[src/vgo_defs.vh]
// constants for the video graphics overlay mixer
`ifndef VGO_DEFS_VH
`define VGO_DEFS_VH

// --------
// register byte addresses
// --------
`define VGO_ADDR_CTRL      8'h00
`define VGO_ADDR_HSTART    8'h04
`define VGO_ADDR_HEND      8'h08
`define VGO_ADDR_VSTART    8'h0C
`define VGO_ADDR_VEND      8'h10
`define VGO_ADDR_CKEY_LO   8'h14
`define VGO_ADDR_CKEY_HI   8'h18
`define VGO_ADDR_CHROMA_LO 8'h1C
`define VGO_ADDR_CHROMA_HI 8'h20
`define VGO_ADDR_ALPHA     8'h24
`define VGO_ADDR_FB_BASE   8'h28
`define VGO_ADDR_PAN_OFF   8'h2C
`define VGO_ADDR_FETCH     8'h30
`define VGO_ADDR_ADJUST    8'h34
`define VGO_ADDR_MEAN_CFG  8'h38
`define VGO_ADDR_MEAN      8'h3C
`define VGO_ADDR_DECIM     8'h40

// --------
// control, alpha, adjust and mean config register fields
// --------
`define VGO_CTRL_MODE      3:0
`define VGO_CTRL_DEPTH     5:4
`define VGO_CTRL_DECIM     8
`define VGO_ALPHA_GFX      7:4
`define VGO_ALPHA_VID      15:12
`define VGO_ADJ_GAIN       2:0
`define VGO_ADJ_BRIGHT     15:8
`define VGO_MCFG_PIX       3:0
`define VGO_MCFG_FRM       9:8

// --------
// color depth codes and compare masks
// --------
`define VGO_DEPTH_8        2'h0
`define VGO_DEPTH_16       2'h1
`define VGO_MASK_8         24'h00_00FF
`define VGO_MASK_16        24'hF8_FCF8
`define VGO_MASK_24        24'hFF_FFFF

// --------
// overlay operation modes
// --------
`define VGO_MODE_GFX       4'h0
`define VGO_MODE_AND       4'h1
`define VGO_MODE_CK_NCH    4'h2
`define VGO_MODE_CK        4'h3
`define VGO_MODE_NCK_CH    4'h4
`define VGO_MODE_CH        4'h5
`define VGO_MODE_XOR       4'h6
`define VGO_MODE_OR        4'h7
`define VGO_MODE_NOR       4'h8
`define VGO_MODE_XNOR      4'h9
`define VGO_MODE_NCH_A     4'hA
`define VGO_MODE_CK_OR_NCH 4'hB
`define VGO_MODE_NCH_B     4'hC
`define VGO_MODE_NCK_OR_CH 4'hD
`define VGO_MODE_NAND      4'hE
`define VGO_MODE_BLEND     4'hF

// --------
// misc values
// --------
`define VGO_ZERO32         32'h0000_0000
`define VGO_PIX_MAX        8'hFF
`define VGO_GAIN_UNITY     5'h10

`endif

[src/vgo_range_chk.v]
// three-component range comparator used by both keying paths
`timescale 1ns/1ns
module vgo_range_chk #(
    parameter CW = 8
) (
    // compared value and bounds
    input  wire [3*CW-1:0] data,
    input  wire [3*CW-1:0] lo,
    input  wire [3*CW-1:0] hi,
    input  wire [3*CW-1:0] mask,
    // result
    output wire            hit
);
    wire [3*CW-1:0] d_m;
    wire [3*CW-1:0] l_m;
    wire [3*CW-1:0] h_m;
    wire [2:0]      comp_ok;

    // masking drops the bits a narrow color depth does not carry
    assign d_m = data & mask;
    assign l_m = lo & mask;
    assign h_m = hi & mask;

    // every component must sit inside its bounds
    genvar i;
    generate
        for (i = 0; i < 3; i = i + 1) begin : g_comp
            assign comp_ok[i] = (d_m[i*CW +: CW] >= l_m[i*CW +: CW]) &&
                                (d_m[i*CW +: CW] <= h_m[i*CW +: CW]);
        end
    endgenerate

    assign hit = &comp_ok;
endmodule // vgo_range_chk

[src/vgo_mixer.v]
// overlay mixer: keying, window, panning, contrast, brightness, decimation
//
// How it works
// - mode 0000 graphics, 1111 blended always
// - 0001 both, 0010 color only, 0011 color
// - 0100 chroma only, 0101 any chroma
// - 0110 keys differ, 1001 keys agree
// - 0111 any key, 1000 no key
// - 1010 and 1100 blend without chroma
// - 1011, 1101, 1110 mixed or-combinations
// - window is a four-bound programmable rectangle
// - window counts pixels and lines from syncs
// - fetch address is base plus pan offset
// - color key match switches pixel to blended data
// - mean taken over programmed pixels and frames
// - difference from mean gained 1.0 to 1.4375
// - signed brightness offset added to video
// - decimation merges two host pixels into one
// - blend weights are four alpha msbs
// - color key range test follows depth
// - chroma key range test on video
// - all-zero window disables color key
`timescale 1ns/1ns
`include "vgo_defs.vh"
module vgo_mixer #(
    parameter CNT_W = 12
) (
    // clock and reset
    input  wire        clock,
    input  wire        srst,
    // avalon-mm slave
    input  wire [7:0]  avs_address,
    input  wire        avs_read,
    input  wire        avs_write,
    input  wire [31:0] avs_writedata,
    output reg  [31:0] avs_readdata_ff,
    output reg         avs_waitrequest_ff,
    // pixel stream in
    input  wire [23:0] gfx_pix,
    input  wire [23:0] vid_pix,
    input  wire        pix_de,
    input  wire        pix_hsync,
    input  wire        pix_vsync,
    // pixel stream out
    output reg  [23:0] out_pix_ff,
    output reg         out_de_ff,
    output reg         out_hsync_ff,
    output reg         out_vsync_ff,
    // video memory side
    output reg  [31:0] vid_fetch_addr_ff,
    output reg  [23:0] vid_wr_data_ff,
    output reg         vid_wr_valid_ff
);
    // --------
    // configuration registers
    // --------
    reg [8:0]       ctrl_ff;
    reg [CNT_W-1:0] hstart_ff;
    reg [CNT_W-1:0] hend_ff;
    reg [CNT_W-1:0] vstart_ff;
    reg [CNT_W-1:0] vend_ff;
    reg [23:0]      ckey_lo_ff;
    reg [23:0]      ckey_hi_ff;
    reg [23:0]      chroma_lo_ff;
    reg [23:0]      chroma_hi_ff;
    reg [15:0]      alpha_ff;
    reg [31:0]      fb_base_ff;
    reg [31:0]      pan_off_ff;
    reg [15:0]      adjust_ff;
    reg [9:0]       mean_cfg_ff;
    reg [7:0]       mean_ff;
    reg [23:0]      half_pix_ff;
    reg             half_ff;

    wire wr_ok = avs_write && !avs_waitrequest_ff;
    wire rd_go = avs_read && avs_waitrequest_ff;

    // one wait cycle per access: request seen, then answer for one cycle
    always @(posedge clock) begin
        if (srst) begin
            avs_waitrequest_ff <= 1'b1;
        end else if ((avs_read || avs_write) && avs_waitrequest_ff) begin
            avs_waitrequest_ff <= 1'b0;
        end else begin
            avs_waitrequest_ff <= 1'b1;
        end
    end

    // register writes land on the edge that sees waitrequest low
    always @(posedge clock) begin
        if (srst) begin
            ctrl_ff      <= 9'h000;
            hstart_ff    <= {CNT_W{1'b0}};
            hend_ff      <= {CNT_W{1'b0}};
            vstart_ff    <= {CNT_W{1'b0}};
            vend_ff      <= {CNT_W{1'b0}};
            ckey_lo_ff   <= 24'h00_0000;
            ckey_hi_ff   <= 24'h00_0000;
            chroma_lo_ff <= 24'h00_0000;
            chroma_hi_ff <= 24'h00_0000;
            alpha_ff     <= 16'h0000;
            fb_base_ff   <= `VGO_ZERO32;
            pan_off_ff   <= `VGO_ZERO32;
            adjust_ff    <= 16'h0000;
            mean_cfg_ff  <= 10'h000;
        end else if (wr_ok) begin
            if (avs_address == `VGO_ADDR_CTRL) begin
                ctrl_ff <= avs_writedata[8:0];
            end else if (avs_address == `VGO_ADDR_HSTART) begin
                hstart_ff <= avs_writedata[CNT_W-1:0];
            end else if (avs_address == `VGO_ADDR_HEND) begin
                hend_ff <= avs_writedata[CNT_W-1:0];
            end else if (avs_address == `VGO_ADDR_VSTART) begin
                vstart_ff <= avs_writedata[CNT_W-1:0];
            end else if (avs_address == `VGO_ADDR_VEND) begin
                vend_ff <= avs_writedata[CNT_W-1:0];
            end else if (avs_address == `VGO_ADDR_CKEY_LO) begin
                ckey_lo_ff <= avs_writedata[23:0];
            end else if (avs_address == `VGO_ADDR_CKEY_HI) begin
                ckey_hi_ff <= avs_writedata[23:0];
            end else if (avs_address == `VGO_ADDR_CHROMA_LO) begin
                chroma_lo_ff <= avs_writedata[23:0];
            end else if (avs_address == `VGO_ADDR_CHROMA_HI) begin
                chroma_hi_ff <= avs_writedata[23:0];
            end else if (avs_address == `VGO_ADDR_ALPHA) begin
                alpha_ff <= avs_writedata[15:0];
            end else if (avs_address == `VGO_ADDR_FB_BASE) begin
                fb_base_ff <= avs_writedata;
            end else if (avs_address == `VGO_ADDR_PAN_OFF) begin
                pan_off_ff <= avs_writedata;
            end else if (avs_address == `VGO_ADDR_ADJUST) begin
                adjust_ff <= avs_writedata[15:0];
            end else if (avs_address == `VGO_ADDR_MEAN_CFG) begin
                mean_cfg_ff <= avs_writedata[9:0];
            end
        end
    end

    // read mux, captured while waitrequest is still high; unmapped reads zero
    always @(posedge clock) begin
        if (srst) begin
            avs_readdata_ff <= `VGO_ZERO32;
        end else if (rd_go) begin
            if (avs_address == `VGO_ADDR_CTRL) begin
                avs_readdata_ff <= {23'h00_0000, ctrl_ff};
            end else if (avs_address == `VGO_ADDR_HSTART) begin
                avs_readdata_ff <= {{(32-CNT_W){1'b0}}, hstart_ff};
            end else if (avs_address == `VGO_ADDR_HEND) begin
                avs_readdata_ff <= {{(32-CNT_W){1'b0}}, hend_ff};
            end else if (avs_address == `VGO_ADDR_VSTART) begin
                avs_readdata_ff <= {{(32-CNT_W){1'b0}}, vstart_ff};
            end else if (avs_address == `VGO_ADDR_VEND) begin
                avs_readdata_ff <= {{(32-CNT_W){1'b0}}, vend_ff};
            end else if (avs_address == `VGO_ADDR_CKEY_LO) begin
                avs_readdata_ff <= {8'h00, ckey_lo_ff};
            end else if (avs_address == `VGO_ADDR_CKEY_HI) begin
                avs_readdata_ff <= {8'h00, ckey_hi_ff};
            end else if (avs_address == `VGO_ADDR_CHROMA_LO) begin
                avs_readdata_ff <= {8'h00, chroma_lo_ff};
            end else if (avs_address == `VGO_ADDR_CHROMA_HI) begin
                avs_readdata_ff <= {8'h00, chroma_hi_ff};
            end else if (avs_address == `VGO_ADDR_ALPHA) begin
                avs_readdata_ff <= {16'h0000, alpha_ff};
            end else if (avs_address == `VGO_ADDR_FB_BASE) begin
                avs_readdata_ff <= fb_base_ff;
            end else if (avs_address == `VGO_ADDR_PAN_OFF) begin
                avs_readdata_ff <= pan_off_ff;
            end else if (avs_address == `VGO_ADDR_FETCH) begin
                avs_readdata_ff <= vid_fetch_addr_ff;
            end else if (avs_address == `VGO_ADDR_ADJUST) begin
                avs_readdata_ff <= {16'h0000, adjust_ff};
            end else if (avs_address == `VGO_ADDR_MEAN_CFG) begin
                avs_readdata_ff <= {22'h00_0000, mean_cfg_ff};
            end else if (avs_address == `VGO_ADDR_MEAN) begin
                avs_readdata_ff <= {24'h00_0000, mean_ff};
            end else begin
                avs_readdata_ff <= `VGO_ZERO32;
            end
        end
    end

    // --------
    // panning and write decimation
    // --------
    // fetch start follows base and pan continuously
    always @(posedge clock) begin
        if (srst) begin
            vid_fetch_addr_ff <= `VGO_ZERO32;
        end else begin
            vid_fetch_addr_ff <= fb_base_ff + pan_off_ff;
        end
    end

    // halves bandwidth at the cost of horizontal detail
    always @(posedge clock) begin
        if (srst) begin
            half_ff         <= 1'b0;
            half_pix_ff     <= 24'h00_0000;
            vid_wr_data_ff  <= 24'h00_0000;
            vid_wr_valid_ff <= 1'b0;
        end else begin
            vid_wr_valid_ff <= 1'b0;
            if (!ctrl_ff[`VGO_CTRL_DECIM]) begin
                half_ff <= 1'b0;
            end
            if (wr_ok && avs_address == `VGO_ADDR_DECIM) begin
                if (!ctrl_ff[`VGO_CTRL_DECIM]) begin
                    vid_wr_data_ff  <= avs_writedata[23:0];
                    vid_wr_valid_ff <= 1'b1;
                end else if (!half_ff) begin
                    half_pix_ff <= avs_writedata[23:0];
                    half_ff     <= 1'b1;
                end else begin
                    vid_wr_data_ff  <= avg_pix(half_pix_ff, avs_writedata[23:0]);
                    vid_wr_valid_ff <= 1'b1;
                    half_ff         <= 1'b0;
                end
            end
        end
    end

    // --------
    // raster counters and window
    // --------
    reg [CNT_W-1:0] hcnt_ff;
    reg [CNT_W-1:0] vcnt_ff;
    reg             hs_d_ff;
    reg             vs_d_ff;
    wire            hs_rise = pix_hsync && !hs_d_ff;
    wire            vs_rise = pix_vsync && !vs_d_ff;

    // pixels counted from hsync, lines from vsync
    always @(posedge clock) begin
        if (srst) begin
            hcnt_ff <= {CNT_W{1'b0}};
            vcnt_ff <= {CNT_W{1'b0}};
            hs_d_ff <= 1'b0;
            vs_d_ff <= 1'b0;
        end else begin
            hs_d_ff <= pix_hsync;
            vs_d_ff <= pix_vsync;
            if (vs_rise) begin
                vcnt_ff <= {CNT_W{1'b0}};
            end else if (hs_rise) begin
                vcnt_ff <= vcnt_ff + 1'b1;
            end
            if (hs_rise) begin
                hcnt_ff <= {CNT_W{1'b0}};
            end else if (pix_de) begin
                hcnt_ff <= hcnt_ff + 1'b1;
            end
        end
    end

    wire win_zero = ~|{hstart_ff, hend_ff, vstart_ff, vend_ff};
    wire in_win   = (hcnt_ff >= hstart_ff) && (hcnt_ff < hend_ff) &&
                    (vcnt_ff >= vstart_ff) && (vcnt_ff < vend_ff);

    // --------
    // contrast mean over pixels and frames
    // --------
    reg [15:0] mpix_ff;
    reg [2:0]  mfrm_ff;
    reg [27:0] msum_ff;
    wire [15:0] pix_lim = 16'h0001 << mean_cfg_ff[`VGO_MCFG_PIX];
    wire [2:0]  frm_lim = (3'h1 << mean_cfg_ff[`VGO_MCFG_FRM]) - 3'h1;
    wire [9:0]  luma    = {2'h0, vid_pix[23:16]} + {1'h0, vid_pix[15:8], 1'h0} + {2'h0, vid_pix[7:0]};
    wire [4:0]  mshift  = {1'h0, mean_cfg_ff[`VGO_MCFG_PIX]} + {3'h0, mean_cfg_ff[`VGO_MCFG_FRM]};
    wire [27:0] msum_sh = msum_ff >> mshift;

    // first pix_lim active pixels of each frame are summed
    always @(posedge clock) begin
        if (srst) begin
            mpix_ff <= 16'h0000;
            mfrm_ff <= 3'h0;
            msum_ff <= 28'h000_0000;
            mean_ff <= 8'h00;
        end else if (vs_rise) begin
            mpix_ff <= 16'h0000;
            if (mfrm_ff >= frm_lim) begin
                mean_ff <= msum_sh[9:2];
                msum_ff <= 28'h000_0000;
                mfrm_ff <= 3'h0;
            end else begin
                mfrm_ff <= mfrm_ff + 3'h1;
            end
        end else if (pix_de && mpix_ff < pix_lim) begin
            mpix_ff <= mpix_ff + 16'h0001;
            msum_ff <= msum_ff + {18'h0_0000, luma};
        end
    end

    // --------
    // pixel arithmetic
    // --------
    // mean + (v - mean) * (16 + gain) / 16 + brightness, clamped
    function [7:0] adj_comp;
        input [7:0] v;
        input [7:0] m;
        input [2:0] g;
        input [7:0] b;
        reg signed [9:0]  d;
        reg signed [15:0] p;
        reg signed [15:0] r;
        begin
            d = $signed({2'h0, v}) - $signed({2'h0, m});
            p = d * $signed({1'h0, `VGO_GAIN_UNITY + {2'h0, g}});
            r = (p >>> 4) + $signed({8'h00, m}) + $signed({{8{b[7]}}, b});
            if (r < 0) begin
                adj_comp = 8'h00;
            end else if (r > $signed({8'h00, `VGO_PIX_MAX})) begin
                adj_comp = `VGO_PIX_MAX;
            end else begin
                adj_comp = r[7:0];
            end
        end
    endfunction

    // weighted sum with four-bit weights, clamped
    function [7:0] blend_comp;
        input [7:0] g;
        input [7:0] v;
        input [3:0] ga;
        input [3:0] va;
        reg [12:0] s;
        begin
            s = g * ga + v * va;
            blend_comp = (s[12:4] > {1'h0, `VGO_PIX_MAX}) ? `VGO_PIX_MAX : s[11:4];
        end
    endfunction

    function [23:0] avg_pix;
        input [23:0] a;
        input [23:0] b;
        reg [8:0] s2;
        reg [8:0] s1;
        reg [8:0] s0;
        begin
            s2 = a[23:16] + b[23:16];
            s1 = a[15:8] + b[15:8];
            s0 = a[7:0] + b[7:0];
            avg_pix = {s2[8:1], s1[8:1], s0[8:1]};
        end
    endfunction

    // overlay mode truth table: 1 selects blended data
    function sel_blend;
        input [3:0] md;
        input       ck;
        input       ch;
        begin
            case (md)
                `VGO_MODE_GFX:       sel_blend = 1'b0;
                `VGO_MODE_AND:       sel_blend = ck & ch;
                `VGO_MODE_CK_NCH:    sel_blend = ck & !ch;
                `VGO_MODE_CK:        sel_blend = ck;
                `VGO_MODE_NCK_CH:    sel_blend = !ck & ch;
                `VGO_MODE_CH:        sel_blend = ch;
                `VGO_MODE_XOR:       sel_blend = ck ^ ch;
                `VGO_MODE_OR:        sel_blend = ck | ch;
                `VGO_MODE_NOR:       sel_blend = !ck & !ch;
                `VGO_MODE_XNOR:      sel_blend = ck ~^ ch;
                `VGO_MODE_NCH_A:     sel_blend = !ch;
                `VGO_MODE_CK_OR_NCH: sel_blend = ck | !ch;
                `VGO_MODE_NCH_B:     sel_blend = !ch;
                `VGO_MODE_NCK_OR_CH: sel_blend = !ck | ch;
                `VGO_MODE_NAND:      sel_blend = !ck | !ch;
                default:             sel_blend = 1'b1;
            endcase
        end
    endfunction

    // --------
    // keying and output stage
    // --------
    wire [7:0]  bright = adjust_ff[`VGO_ADJ_BRIGHT];
    wire [2:0]  gain   = adjust_ff[`VGO_ADJ_GAIN];
    wire [23:0] vid_adj = {adj_comp(vid_pix[23:16], mean_ff, gain, bright),
                           adj_comp(vid_pix[15:8], mean_ff, gain, bright),
                           adj_comp(vid_pix[7:0], mean_ff, gain, bright)};
    wire [3:0]  ga = alpha_ff[`VGO_ALPHA_GFX];
    wire [3:0]  va = alpha_ff[`VGO_ALPHA_VID];
    wire [23:0] blended = {blend_comp(gfx_pix[23:16], vid_adj[23:16], ga, va),
                           blend_comp(gfx_pix[15:8], vid_adj[15:8], ga, va),
                           blend_comp(gfx_pix[7:0], vid_adj[7:0], ga, va)};
    wire [1:0]  depth = ctrl_ff[`VGO_CTRL_DEPTH];
    wire [23:0] ck_mask = (depth == `VGO_DEPTH_8)  ? `VGO_MASK_8 :
                          (depth == `VGO_DEPTH_16) ? `VGO_MASK_16 : `VGO_MASK_24;
    wire        ck_raw;
    wire        ch_raw;

    vgo_range_chk #(.CW(8)) u_color_key (
        .data (gfx_pix),
        .lo   (ckey_lo_ff),
        .hi   (ckey_hi_ff),
        .mask (ck_mask),
        .hit  (ck_raw)
    );

    vgo_range_chk #(.CW(8)) u_chroma_key (
        .data (vid_adj),
        .lo   (chroma_lo_ff),
        .hi   (chroma_hi_ff),
        .mask (`VGO_MASK_24),
        .hit  (ch_raw)
    );

    // color key only counts inside an enabled window during active scan
    wire ck_hit = ck_raw && pix_de && in_win && !win_zero;
    wire ch_hit = ch_raw && pix_de && in_win;

    // one pipeline stage; syncs delayed to stay aligned with pixels
    always @(posedge clock) begin
        if (srst) begin
            out_pix_ff   <= 24'h00_0000;
            out_de_ff    <= 1'b0;
            out_hsync_ff <= 1'b0;
            out_vsync_ff <= 1'b0;
        end else begin
            out_de_ff    <= pix_de;
            out_hsync_ff <= pix_hsync;
            out_vsync_ff <= pix_vsync;
            if (sel_blend(ctrl_ff[`VGO_CTRL_MODE], ck_hit, ch_hit)) begin
                out_pix_ff <= blended;
            end else begin
                out_pix_ff <= gfx_pix;
            end
        end
    end
endmodule // vgo_mixer

[config.mk]
export PLATFORM = sky130hd
export DESIGN_NAME = vgo_mixer
export DESIGN_NICKNAME = d
export VERILOG_FILES = /design/src/vgo_range_chk.v /design/src/vgo_mixer.v
export VERILOG_INCLUDE_DIRS = /design/src
export SDC_FILE = /design/constraint.sdc
export NUM_CORES = 2
export LEC_CHECK = 0
export ABC_AREA = 1
export BUFFER_PORTS_ARGS = -buffer_cell sky130_fd_sc_hd__buf_2
export CORE_ASPECT_RATIO = 0.6
export CORE_UTILIZATION = 40
export CTS_BUF_LIST = sky130_fd_sc_hd__clkbuf_16
export DETAILED_ROUTE_END_ITERATION = 10
export REMOVE_ABC_BUFFERS = 1
export SKIP_LAST_GASP = 1
export SYNTH_ARGS = -nofsm -noshare
export SYNTH_HDL_FRONTEND = slang
export SYNTH_SLANG_ARGS = --single-unit
[constraint.sdc]
create_clock -name clock -period 10.89 [get_ports clock]
set_clock_uncertainty 0.15 [all_clocks]
set_input_delay 0.5445 -clock clock [delete_from_list [all_inputs] [get_ports clock]]
set_output_delay 0.5445 -clock clock [all_outputs]
set_load 0.02 [all_outputs]
==> flow_metrics.tcl <==
set metrics [dict create \
    status "finished clean" \
    port_buffers 211 \
    dp_cells 7690 \
    cts_tree "built" \
    setup_viol 0 \
    die_y_um 252 \
    vias 41713 \
    ys_ff_latch 480 \
    wl_met2_um 57500 \
    fin_nets 7145 \
    ys_seq_area_frac 0.231 \
    tns_ns 0 \
    core_area_um2 103000 \
    ys_warn_count 0 \
    critPathMaxFanout 8 \
    fmax_mhz 95.4 \
    synthArstFlopShare 0 \
    worst_slew_pin_slew_ns 1.19 \
    synth_area_leaders "dfxtp_1, ha_1, fa_1" \
    drt-initial-drc-count 4557 \
    cpMaxStageDelayCell "fa_1" \
    drt_first_pass_iters 6 \
    synth_top_area_share 0.231 \
    relSlewSlack 0.203 \
    final_cell_mix "inv_1, nand2_1, a21oi_1" \
    hpwl_um 118000 \
    critPathKind "register to register" \
    route.detailed.drc 0 \
    cts_buffers 51 \
    netlist_area_um2 41600 \
    ant_nets 0 \
    crit_arrival_ns 10.86 \
    place_congestion 0.945 \
    final_common_cell "inv_1" \
    critPathLaunchType "register" \
    dieArea_um2 105000 \
    fin_crit_sh 0.963 \
    htreeDepth 2 \
    syn_area_per_cell_um2 6.95 \
    timing.hold.ws_ns 0.0416 \
    ir_drop_uv 102 \
    die_x_um 419 \
    fin_crit_ns 10.49 \
    wl_met1_um 75600 \
    end_kind "register" \
    antenna_found_initial 9 \
    grt_pass1_wl_um 230000 \
    std_cell_rows 91 \
    grtUsageTotal 0.283 \
    fin_cells 7829 \
    clock-sinks 480 \
    clk_pin_slew_worst_paths_ns 0.07 \
    drv_slew 0 \
    num_io_pins 212 \
    wire_per_inst_um 19.6 \
    p_leak_nw 23.9 \
    clock-root-buffer "clkbuf_16" \
    highest_layer "met5" \
    powerDensity_nw_per_um2 104 \
    insertion_delay_ns 0.66 \
    ys_types 58 \
    viasPerCell 5.33 \
    overflow 0 \
    cp.required_ns 11.26 \
    start_util 0.405 \
    synth_edf_count 0 \
    synthCells 5988 \
    clockBufferDepth 3 \
    final-hold-violation-count 0 \
    drv_cap 0 \
    grt_pass1_vias 37903 \
    cp_slowest_stage_delay_ns 0.56 \
    ys.flop_type "dfxtp_1" \
    synth_top_area_cell "dfxtp_1" \
    grt_max_degree 162 \
    wl_met3_um 16300 \
    rsz0062_at_grt "yes" \
    hp-class "input pin to register" \
    syn_to_final_growth_pct 17.9 \
    routed_wl_um 153000 \
    final_layout_size_suffix_gt1_frac 0.140 \
]
[worst max-delay path, delay by kind of cell (launching register included)]
kind                     cells  cell delay (ns)
buffers and inverters       11             1.28
AO/OA/AOI/OAI               13             1.68
AND/OR/NAND/NOR             17             1.79
flip-flops                   1             0.34
adder cells (fa/ha/maj)     12             4.69
XOR/XNOR                     2             0.38
[cell usage after synthesis, drive strengths merged (43+ instances only)]
library cell / instances
a21oi: 695
a221oi: 43
buf: 43
clkbuf: 173
dfxtp: 480
fa: 228
ha: 431
inv: 1137
nand2: 1104
nand3: 206
nand4: 77
nor2: 457
nor3: 54
o21ai: 495
xor2: 55
[final timing paths]
check | slack, ns | endpoint | start | cells past startpoint
setup / recovery | 0.40 | out_pix_ff[18] | mean_ff[3] | 55
hold / removal | 0.04 | pan_off_ff[30] | avs_writedata[30] | 3
setup reg to reg | 0.40 | out_pix_ff[18] | mean_ff[3] | 55
hold reg to reg | 0.30 | half_pix_ff[16] | half_pix_ff[16] | 2
[routing by layer]
metal,track usage,up-vias
li1,-,20203
met3,0.0661,192
met1,0.446,19575
met2,0.375,1737
met5,0,-
met4,0.0662,6
[state kept, by name (all words and copies together), names as in the netlist, 28 cells and up]
| register | flops |
|---|---|
| avs_readdata_ff | 32 |
| fb_base_ff | 32 |
| msum_ff | 28 |
| pan_off_ff | 32 |
| vid_fetch_addr_ff | 32 |
[what timing repair did]
action | CTS | global route
resized for setup | 38 | 223
hold buffers | 6 | 0
endpoints found under the hold margin | 5 | 0
pin swaps | 18 | 119
buffers inserted | 6 | 31
setup endpoints to repair | 24 | 24
[layout make-up]
class / instances / area (um^2)
Fill cell: 10449 / 53800
Multi-Input combinational cell: 4145 / 27900
Sequential cell: 480 / 9620
Inverter: 1147 / 4320
Timing Repair Buffer: 566 / 3790
Tap cell: 1395 / 1750
Clock buffer: 52 / 1300
Clock inverter: 43 / 414
Antenna cell: 1 / 2.50
[kinds of logic (layout without fill, tap and decap cells)]
| logic type | after synthesis | in the layout | synth area share |
|---|---|---|---|
| AOI/OAI and AO/OA | 1442 | 1442 | 0.190 |
| xor gates and xnor gates | 89 | 89 | 0.0187 |
| adders and majority gates | 659 | 659 | 0.239 |
| buffers and inverters | 1363 | 1808 | 0.125 |
| DFF | 480 | 480 | 0.231 |
| muxes | 9 | 9 | 0.00216 |
| other | 0 | 1 | 0 |
| and+or+nand+nor | 1946 | 1946 | 0.194 |
[where the power goes]
part	internal, mW	switching, mW
logic	0.581	0.849
registers	1.77	0.0156
clock network	1.02	0.868
[through the flow]
| step | worst slack [ns] | instance area (um^2) | power (mW) | util |
|---|---|---|---|---|
| after CTS | -0.0113 | 47900 | 4.98 | 0.465 |
| after floorplan | 0.406 | 40700 | 2.53 | - |
| after global placement | -0.480 | 45900 | 3.07 | 0.446 |
| after detailed placement | -0.643 | 45900 | 3.09 | 0.446 |
| after global routing | -0.117 | 49100 | 5.34 | 0.477 |
| final | 0.405 | 49100 | 5.10 | 0.477 |
(Power assumes the default switching activity.)
